**config.mk**
```make
export PLATFORM = sky130hd
export DESIGN_NAME = hsw_halt_wake
export DESIGN_NICKNAME = d
export VERILOG_FILES = /design/src/verilog/hsw_pkg.sv /design/src/verilog/hsw_halt_wake.sv
export SDC_FILE = /design/constraint.sdc
export NUM_CORES = 1
export LEC_CHECK = 0
export BUFFER_PORTS_ARGS = -buffer_cell sky130_fd_sc_hd__clkbuf_2
export CAP_MARGIN = 20
export CORE_ASPECT_RATIO = 1.5
export CORE_UTILIZATION = 46
export DETAILED_ROUTE_END_ITERATION = 7
export PLACE_DENSITY = 0.87
export SYNTH_ARGS = -nofsm -noshare
export SYNTH_HDL_FRONTEND = slang
export SYNTH_SLANG_ARGS = --single-unit
```
**constraint.sdc**
```tcl
create_clock -name CLK_SYS_IN -period 1.73 [get_ports CLK_SYS_IN]
set_clock_uncertainty 0.15 [all_clocks]
set_input_delay 0.2595 -clock CLK_SYS_IN [delete_from_list [all_inputs] [get_ports CLK_SYS_IN]]
set_output_delay 0.2595 -clock CLK_SYS_IN [all_outputs]
set_load 0.05 [all_outputs]
```
**src/verilog/hsw_pkg.sv**
```systemverilog
// Purpose: shared constants and types of the halt standby wake control block
// Assumes: one 200 MHz clock; cpu clock equals the system clock for wait counts
// Notes:   register offsets are byte addresses on a 32-bit avalon-mm slave
package hsw_pkg;

	// ---------------------------------------------------------------
	// sizes
	// ---------------------------------------------------------------
	localparam int NSRC = 8;
	localparam int SRCW = 3;

	// ---------------------------------------------------------------
	// register map
	// ---------------------------------------------------------------
	localparam logic [3:0] HSW_OFS_MASK   = 4'h0;
	localparam logic [3:0] HSW_OFS_RANK   = 4'h4;
	localparam logic [3:0] HSW_OFS_STATUS = 4'h8;
	localparam logic [3:0] HSW_OFS_COUNT  = 4'hc;
	localparam logic [7:0] HSW_MASK_RST   = 8'hff;
	localparam logic [7:0] HSW_RANK_RST   = 8'hff;
	// status field positions
	localparam int HSW_ST_HALTED = 0;
	localparam int HSW_ST_WAKING = 1;
	localparam int HSW_ST_LASTV  = 2;
	localparam int HSW_ST_CLKSRC = 3;
	localparam int HSW_ST_SRC_LO = 4;

	// ---------------------------------------------------------------
	// wake-up waits in cpu clocks
	// ---------------------------------------------------------------
	localparam int         HSW_WAIT_VEC_CLK  = 8;
	localparam int         HSW_WAIT_NEXT_CLK = 2;
	localparam logic [3:0] HSW_CNT_VEC       = 4'(HSW_WAIT_VEC_CLK - 2);
	localparam logic [3:0] HSW_CNT_NEXT      = 4'(HSW_WAIT_NEXT_CLK - 2);

	// ---------------------------------------------------------------
	// types
	// ---------------------------------------------------------------
	typedef enum logic [1:0] {
		HSW_RUN  = 2'b00,
		HSW_HALT = 2'b01,
		HSW_WAKE = 2'b10
	} hsw_state_t;

	typedef struct packed {
		logic        read;
		logic        write;
		logic [3:0]  address;
		logic [3:0]  byteenable;
		logic [31:0] writedata;
	} hsw_avs_req_t;

	typedef struct packed {
		logic        waitrequest;
		logic [31:0] readdata;
	} hsw_avs_rsp_t;

	typedef struct packed {
		hsw_state_t   st;
		logic [3:0]   cnt;
		logic         vec_pend;
		logic [SRCW-1:0] src;
		logic [NSRC-1:0] mask;
		logic [NSRC-1:0] rank;
		logic         clk_src;
		logic         last_vec;
		logic [7:0]   halt_cnt;
		logic         cpu_en;
		logic         wdt_en;
		logic         osc_en;
		logic         resume_p;
		logic         vector_p;
		logic [SRCW-1:0] vec_src;
		logic         boot_p;
		logic         boot_done;
		logic         halted;
		hsw_avs_rsp_t rsp;
	} hsw_reg_t;

	localparam hsw_reg_t HSW_REG_RST = '{
		st: HSW_RUN, cnt: 4'h0, vec_pend: 1'b0, src: 3'h0,
		mask: HSW_MASK_RST, rank: HSW_RANK_RST, clk_src: 1'b0, last_vec: 1'b0,
		halt_cnt: 8'h00, cpu_en: 1'b1, wdt_en: 1'b1, osc_en: 1'b1,
		resume_p: 1'b0, vector_p: 1'b0, vec_src: 3'h0, boot_p: 1'b0,
		boot_done: 1'b0, halted: 1'b0, rsp: '{waitrequest: 1'b1, readdata: 32'h0000_0000}
	};

endpackage
```
**src/verilog/hsw_halt_wake.sv**
```systemverilog
// Purpose: halt state entry, hold and wake-up sequencing for a small cpu core
// Assumes: all inputs synchronous to CLK_SYS_IN; request flags are levels
// Notes:   one avalon-mm slave holds mask, rank, status and entry count
//
// Our own choices: the Avalon-MM slave port and the placing of the registers.
`timescale 1ns/1ps
`default_nettype none

module hsw_halt_wake
	import hsw_pkg::*;
(
	input  wire logic            CLK_SYS_IN,
	input  wire logic            RST_N_IN,
	input  wire hsw_avs_req_t    AVS_REQ_IN,
	output var  hsw_avs_rsp_t    AVS_RSP_OUT,
	input  wire logic            HALT_EXEC_IN,
	input  wire logic            CLK_SRC_OSC_IN,
	input  wire logic [NSRC-1:0] IRQ_REQ_IN,
	input  wire logic            GLOBAL_IRQ_ACCEPT_IN,
	input  wire logic            CURRENT_SERVICE_RANK_IN,
	input  wire logic            OPT_LSO_STOP_IN,
	output logic                 CPU_CLK_EN_OUT,
	output logic                 HALTED_OUT,
	output logic                 RESUME_NEXT_OUT,
	output logic                 VECTOR_TAKE_OUT,
	output logic [SRCW-1:0]      VECTOR_SRC_OUT,
	output logic                 BOOT_VECTOR_OUT,
	output logic                 WDT_CLK_EN_OUT,
	output logic                 MAIN_OSC_EN_OUT
);

	// ---------------------------------------------------------------
	// state
	// ---------------------------------------------------------------
	hsw_reg_t        q;
	hsw_reg_t        d;
	logic [NSRC-1:0] pend;
	logic            wake_any;
	logic [SRCW-1:0] wake_src;
	logic            vec_ok;
	logic            acc;

	// unmasked requests only; masked ones are invisible here
	assign pend     = IRQ_REQ_IN & ~q.mask;
	assign wake_any = |pend;

	// lowest index wins among unmasked pending sources
	always_comb begin
		wake_src = '0;
		for (int i = NSRC - 1; i >= 0; i--) begin
			if (pend[i]) begin
				wake_src = SRCW'(i);
			end
		end
	end

	// high rank needs global accept only; low rank also needs service rank 1
	assign vec_ok = GLOBAL_IRQ_ACCEPT_IN && (!q.rank[wake_src] || CURRENT_SERVICE_RANK_IN);

	// bus access completes on the cycle waitrequest is low
	assign acc = (AVS_REQ_IN.read || AVS_REQ_IN.write) && !q.rsp.waitrequest;

	// ---------------------------------------------------------------
	// next state
	// ---------------------------------------------------------------
	always_comb begin
		d          = q;
		d.resume_p = 1'b0;
		d.vector_p = 1'b0;
		d.boot_p   = 1'b0;
		// first cycle after reset release starts the core at the reset vector
		if (!q.boot_done) begin
			d.boot_p    = 1'b1;
			d.boot_done = 1'b1;
		end
		case (q.st)
			HSW_RUN: begin
				// only the instruction strobe enters halt; clock source is just recorded
				if (HALT_EXEC_IN) begin
					d.st       = HSW_HALT;
					d.cpu_en   = 1'b0;
					d.clk_src  = CLK_SRC_OSC_IN;
					d.halt_cnt = q.halt_cnt + 8'h01;
				end
			end
			HSW_HALT: begin
				// decision is frozen at release so late flag changes do not matter
				if (wake_any) begin
					d.st       = HSW_WAKE;
					d.src      = wake_src;
					d.vec_pend = vec_ok;
					d.cnt      = vec_ok ? HSW_CNT_VEC : HSW_CNT_NEXT;
				end
			end
			HSW_WAKE: begin
				if (q.cnt == 4'h0) begin
					d.st       = HSW_RUN;
					d.cpu_en   = 1'b1;
					d.last_vec = q.vec_pend;
					d.vector_p = q.vec_pend;
					d.resume_p = !q.vec_pend;
					d.vec_src  = q.src;
				end else begin
					d.cnt = q.cnt - 4'h1;
				end
			end
			default: begin
				d.st     = HSW_RUN;
				d.cpu_en = 1'b1;
			end
		endcase
		// watchdog clock withheld only while stopped and the option allows it
		d.wdt_en = (d.st == HSW_RUN) || !OPT_LSO_STOP_IN;
		d.osc_en = 1'b1;
		// halted pin gets its own flop rather than a decode of the state
		d.halted = (d.st != HSW_RUN);
		// avalon slave: one wait cycle, then a single-cycle answer
		d.rsp.waitrequest = 1'b1;
		if ((AVS_REQ_IN.read || AVS_REQ_IN.write) && q.rsp.waitrequest) begin
			d.rsp.waitrequest = 1'b0;
			d.rsp.readdata    = 32'h0000_0000;
			if (AVS_REQ_IN.read) begin
				case (AVS_REQ_IN.address)
					HSW_OFS_MASK:   d.rsp.readdata[NSRC-1:0] = q.mask;
					HSW_OFS_RANK:   d.rsp.readdata[NSRC-1:0] = q.rank;
					HSW_OFS_STATUS: begin
						d.rsp.readdata[HSW_ST_HALTED] = (q.st == HSW_HALT);
						d.rsp.readdata[HSW_ST_WAKING] = (q.st == HSW_WAKE);
						d.rsp.readdata[HSW_ST_LASTV]  = q.last_vec;
						d.rsp.readdata[HSW_ST_CLKSRC] = q.clk_src;
						d.rsp.readdata[HSW_ST_SRC_LO +: SRCW] = q.vec_src;
					end
					HSW_OFS_COUNT:  d.rsp.readdata[7:0] = q.halt_cnt;
					default:        d.rsp.readdata = 32'h0000_0000;
				endcase
			end
		end
		// writes land at the completing edge; unmapped offsets are ignored
		if (acc && AVS_REQ_IN.write && AVS_REQ_IN.byteenable[0]) begin
			case (AVS_REQ_IN.address)
				HSW_OFS_MASK: d.mask = AVS_REQ_IN.writedata[NSRC-1:0];
				HSW_OFS_RANK: d.rank = AVS_REQ_IN.writedata[NSRC-1:0];
				default:      d.mask = q.mask;
			endcase
		end
	end

	// ---------------------------------------------------------------
	// registers
	// ---------------------------------------------------------------
	// async reset also drops any halt in progress
	always_ff @(posedge CLK_SYS_IN or negedge RST_N_IN) begin
		if (!RST_N_IN) begin
			q <= HSW_REG_RST;
		end else begin
			q <= d;
		end
	end

	// outputs straight from flops
	assign AVS_RSP_OUT     = q.rsp;
	assign CPU_CLK_EN_OUT  = q.cpu_en;
	assign HALTED_OUT      = q.halted;
	assign RESUME_NEXT_OUT = q.resume_p;
	assign VECTOR_TAKE_OUT = q.vector_p;
	assign VECTOR_SRC_OUT  = q.vec_src;
	assign BOOT_VECTOR_OUT = q.boot_p;
	assign WDT_CLK_EN_OUT  = q.wdt_en;
	assign MAIN_OSC_EN_OUT = q.osc_en;
endmodule // hsw_halt_wake

`default_nettype wire

```
# Word-level counts from Yosys, hierarchy flattened
# Index checks and enable logic that the tools add are counted.
[totals]
input_bits = 57
register_bits = 79
wordCells = 87
[op_classes]
n_mux = 27
n_addsub = 2
n_reduce_logical = 26
order_cmp = 1
eq_ne = 9
n_bitwise = 3
[ops]
columns = ["op", "count"]
rows = [
  ["33-bit two-way mux", 1],
  ["7-bit case mux with 4 select lines", 1],
  ["3-bit two-way mux", 9],
  ["10-bit two-way mux", 1],
  ["5-bit two-way mux", 2],
  ["2-bit AND reduction", 5],
  ["8-bit by 1-bit adder with 8-bit output, second input constant", 1],
  ["8-bit bitwise AND", 1],
  ["4-bit equality test, second input constant", 2],
  ["4-bit zero test", 2],
  ["8-bit two-way mux", 1],
  ["2-bit inequality test, second input constant", 4],
  ["8-bit NOT", 1],
  ["4-bit case mux with 2 select lines", 1],
  ["8-bit OR reduction", 1],
  ["2-bit two-way mux", 3],
  ["1-bit case mux with 3 select lines", 2],
  ["2-bit case mux with 3 select lines", 1],
  ["3-bit AND reduction", 2],
  ["1-bit logical AND", 5],
  ["4-bit by 3-bit equality test with 1-bit output, second input constant", 1],
  ["1-bit zero test", 4],
  ["2-bit zero test", 2],
  ["3-bit by 4-bit less-than comparator with 1-bit output, second input constant", 1],
  ["9 further kinds", 14],
]

# Depth between registers and ports, before layout
[logic_depth]
depth_word = 20
depth_mapped = 7

# Least setup slack after synthesis
# OpenSTA, ideal clock, no wires.
[synth_timing]
path_type = "register to register"
from = "register q[62] (netlist bit)"
to = "register q[70] (netlist bit)"
slack_ns = -0.133
synth_period_minus_slack_ns = 1.863
path_stages_with_launch = 6
t_arrival_ns = 1.589
required_time_ns = 1.455
path_buffers = 0
cell_sequence = "dfstp_2 -> nand2b_2 -> nand2_1 -> or3_4 -> nand2_4 -> mux2_2"
[synth_via]
elab_chain_cells = 4
elab_cells_between_ends = 5
classes_between = "mux (1); bitwise (2); reduce/logical (2)"
[synth_lines]
columns = ["item", "line", "source"]
rows = [
  ["start, declared", "hsw_halt_wake.sv:35", "hsw_reg_t q;"],
  ["start signal, assigned", "hsw_halt_wake.sv:154", "q <= HSW_REG_RST;"],
  ["start signal, assigned", "hsw_halt_wake.sv:156", "q <= d;"],
  ["8-bit NOT *", "hsw_halt_wake.sv:44", "assign pend = IRQ_REQ_IN & ~q.mask;"],
  ["8-bit bitwise AND *", "hsw_halt_wake.sv:44", ""],
  ["8-bit OR reduction", "hsw_halt_wake.sv:45", "assign wake_any = |pend;"],
  ["2-bit AND reduction (no line)", "-", ""],
]
# Every way passes the cells marked *; elsewhere a longest branch is shown, timed or not.
# A chain may end at the register's enable or synchronous reset.

# Worst setup path after layout
[layout_timing]
from = "register q[67] (netlist bit)"
to = "register q[75] (netlist bit)"
[layout_via]
elab_chain_cells = 16
elab_cells_between_ends = 19
classes_between = "eq/ne (1); mux (11); bitwise (2); reduce/logical (5)"
[layout_lines]
columns = ["item", "line", "source"]
rows = [
  ["8-bit NOT *", "hsw_halt_wake.sv:44", ""],
  ["8-bit bitwise AND *", "hsw_halt_wake.sv:44", ""],
  ["3-bit two-way mux (6 in a row)", "hsw_halt_wake.sv:51", "if (pend[i]) begin"],
  ["1-bit binary-select mux with 3-bit select", "hsw_halt_wake.sv:58", "assign vec_ok = GLOBAL_IRQ_ACCEPT_IN && (!q.rank[wake_src] || CURRENT_SERVICE_RANK_IN);"],
  ["1-bit two-way mux (implied by the code)", "hsw_halt_wake.sv:58", ""],
  ["1-bit zero test", "hsw_halt_wake.sv:58", ""],
  ["1-bit logical OR", "hsw_halt_wake.sv:58", ""],
  ["1-bit logical AND", "hsw_halt_wake.sv:58", ""],
  ["3-bit two-way mux", "hsw_halt_wake.sv:92", "d.cnt = vec_ok ? HSW_CNT_VEC : HSW_CNT_NEXT;"],
  ["10-bit two-way mux", "hsw_halt_wake.sv:88", "if (wake_any) begin"],
  ["4-bit case mux with 2 select lines", "hsw_halt_wake.sv:76", "case (q.st)"],
]
# Every way passes the cells marked *; elsewhere a longest branch is shown, timed or not. The select of a mux whose other input is x is not followed.

==> reports/metrics.yaml <==
status:
  outcome: "complete, but fails checks"
  violations: "negative setup slack"
floorplan:
  die_area_um2: 6759
  die_height_um: 100.2
  coreArea_um2: 6175
  ios: 100
  rows: 35
  die_w_um: 67.46
  initial_utilization_pct: 47.88
clocking:
  cts-root-buf: "clkbuf_8"
  cts_tree: "done"
  path_clk_slew_ps: 100
  cts_made_buffers: 5
  cts.htree.levels: 2
  clock_latency_ps: 320
  cts_max_path_buffers: 2
  cts_sinks: 55
power:
  ir_worst_vdd_mv: 0.5898
  pwr-share-seq_pct: 43.0
  netSwitchingFraction_pct: 39.69
  p_sw_uw: 1813
  combPwrFrac_pct: 41.1
  power_per_cell_area_nw_per_um2: 1285
  p_leak_uw: 0.001667
  p_int_uw: 2754
  clockPowerShare_pct: 15.9
setup_path:
  cp_cell_sequence: "nand2b_4 > a21boi_4 > o211ai_4 > a311oi_2 > o21ai_2 > o21ai_1 > o22a_1"
  start_kind: "flop"
  cp.arrival_ps: 2110
  crit_path_max_incr_delay_ps: 540
  worstSetupPathType: "reg2reg"
  critPathMaxFanout: 4
  cp_slowest_cell: "dfstp_2"
  cp.required_ps: 1840
  cp-end-kind: "flop"
synth:
  synth_xor_area_share_pct: 2.370
  synth_seq_cells: 55
  synth_edf_count: 0
  synth_top_area_cell: "dfrtp_1"
  async_flop_share_pct: 100.0
  yosysWarnings: 0
  seq_area_frac_synth_pct: 47.36
  synth_compound_area_share_pct: 10.03
  netlist_area_um2: 2957
  synth_top_family_by_area: "multiplexers"
  netlist.area_leader.share_pct: 30.47
  synthMuxAreaShare_pct: 14.73
  syn_inst: 243
  ys_types: 52
  synthAdderAreaFrac_pct: 0.8464
  synth-simple-area-share_pct: 13.80
  synth.area.top_cells: "dfrtp_1, dfstp_2, buf_4"
  synth.avg_cell_area_um2: 12.17
  synth_flop_cell: "dfrtp_1"
sta:
  fin_tns_setup_ps: -1384
  layout_setup_ws_ps: -273.4
  period_share_pct: 115.8
  rsz0062_at_grt: "true"
  fin_hold_ws_ps: 19.13
  fin_crit_ps: 2003
  setup_viol: 8
  finalHoldViolCount: 0
  slew_viol_final: 0
  clock.fmax_mhz: 499.2
route:
  drtIter0Drc: 112
  drcViolationCount: 0
  wirelength_mm: 6.396
  via_count: 2069
  viasPerCell: 5.402
  drtPass1Iterations: 4
  routedWlPerCell_um: 16.70
  ant_nets: 0
cells_and_area:
  syn2layout_area_growth_pct: 20.14
  final_cell_count_no_fill: 383
  mostFrequentLayoutCells: "clkbuf_2, dfrtp_1, conb_1"
  nFillCells: 488
  final_common_cell: "clkbuf_2"
  final_util_pct: 57.53
  final_layout_size_suffix_gt1_share_pct: 53.07
  diodes: 0
  fin_nets: 367
place:
  portBuffers: 47
  dp.cells: 369
  post-place-ws_ps: -227.8
  place_congestion: 0.8655
  hpwlAfterDp_mm: 4.538
grt:
  grt_overflow: 0
  antenna_found_initial: 0
  grt_use_total_pct: 20.52
  grt_max_degree: 56
  grt_pass1_wl_mm: 10.14
  grt_pass1_vias: 2163
job:
  max-cap-violations: 0
worst_hold_path:
  hold_path.class: "in2reg"
[final cells by class]
| type | instances | area, um2 | area share, % |
|---|---|---|---|
| clock buffers | 6 | 72.57 | 2.043 |
| clock inverters | 2 | 16.27 | 0.4579 |
| inverters | 6 | 22.52 | 0.6340 |
| multi-input cells | 166 | 1473 | 41.46 |
| flip-flops and latches | 55 | 1400 | 39.42 |
| well taps | 74 | 92.59 | 2.607 |
| repair buffers | 74 | 475.5 | 13.38 |
[critical path, delay by kind of cell, from the launching register on]
family           cells  cell delay (ps)
AO/OA/AOI/OAI        6             1110
AND/OR/NAND/NOR      1              150
flip-flops           1              540
[sequential cells by signal, indices dropped and copies added, names as in the netlist]
signal           flops
HALTED_OUT           1
BOOT_VECTOR_OUT      1
WDT_CLK_EN_OUT       1
CPU_CLK_EN_OUT       1
RESUME_NEXT_OUT      1
AVS_RSP_OUT          9
VECTOR_TAKE_OUT      1
q                   37
VECTOR_SRC_OUT       3
[power by group through the flow]
stage / sequential, uW / clock [uW] / combinational, uW
4_1_cts: 1950 / 747 / 1840
2_1_floorplan: 2010 / 0 / 1280
5_1_grt: 2000 / 796 / 2020
3_3_place_gp: 1950 / 0 / 1670
3_5_place_dp: 1970 / 0 / 1720
6_report: 1960 / 728 / 1880
[metrics by stage]
step / total power (uW) / cell area, um2
floorplan: 3294 / 3082
global placement: 3625 / 3301
detailed placement: 3695 / 3301
CTS: 4538 / 3536
global route: 4821 / 3552
finish: 4566 / 3552
[synth_stat cells, types with 3 or more instances]
library cell	number
buf_4	37
dfrtp_1	36
mux2_2	22
dfstp_2	19
nand2_1	14
a22o_1	10
mux4_2	7
nand2b_1	7
nor2_1	7
a21oi_1	6
inv_1	6
nand3_1	5
xnor2_1	5
o21ai_1	4
mux2i_1	3
nor3_1	3
o221ai_1	3
xor2_1	3
[what timing repair did]
action	4_1_cts	5_1_grt
setup endpoints to repair	7	12
gates resized for setup	18	5
hold endpoints to repair	37	0
pin swaps	5	3
hold buffers	2	0
setup buffers	4	1
[per-layer routing]
layer  vias up  part of all wire (%)  wire length, um  GRT usage [%]
li1        936                     -                -              -
met1      1025                    39             2468          22.82
met2        90                    52             3324          34.88
met3        18                   5.3              338          4.432
met4         0                   4.1              264          11.78
met5         -                     0                0              0
[worst paths after layout]
path	start	end	slack, ps	cells past startpoint
worst max register to register	q[67]	q[75]	-270	7
max in group asynchronous	RST_N_IN	AVS_RSP_OUT[32]	820	3
min in group asynchronous	RST_N_IN	VECTOR_SRC_OUT[0]	320	3
worst max-delay path	q[67]	q[75]	-270	7
worst min register to register	q[34]	BOOT_VECTOR_OUT	250	1
worst min-delay path	CLK_SRC_OSC_IN	q[53]	20	2
[kinds of logic after synthesis]
kind of cell,Yosys count
AOI/OAI and AO/OA,37
xor gates and xnor gates,8
adders and majority gates,2
buffers and inverters,46
DFF,55
muxes,32
other,2
and+or+nand+nor,61
Power figures use the tool's default switching activity.
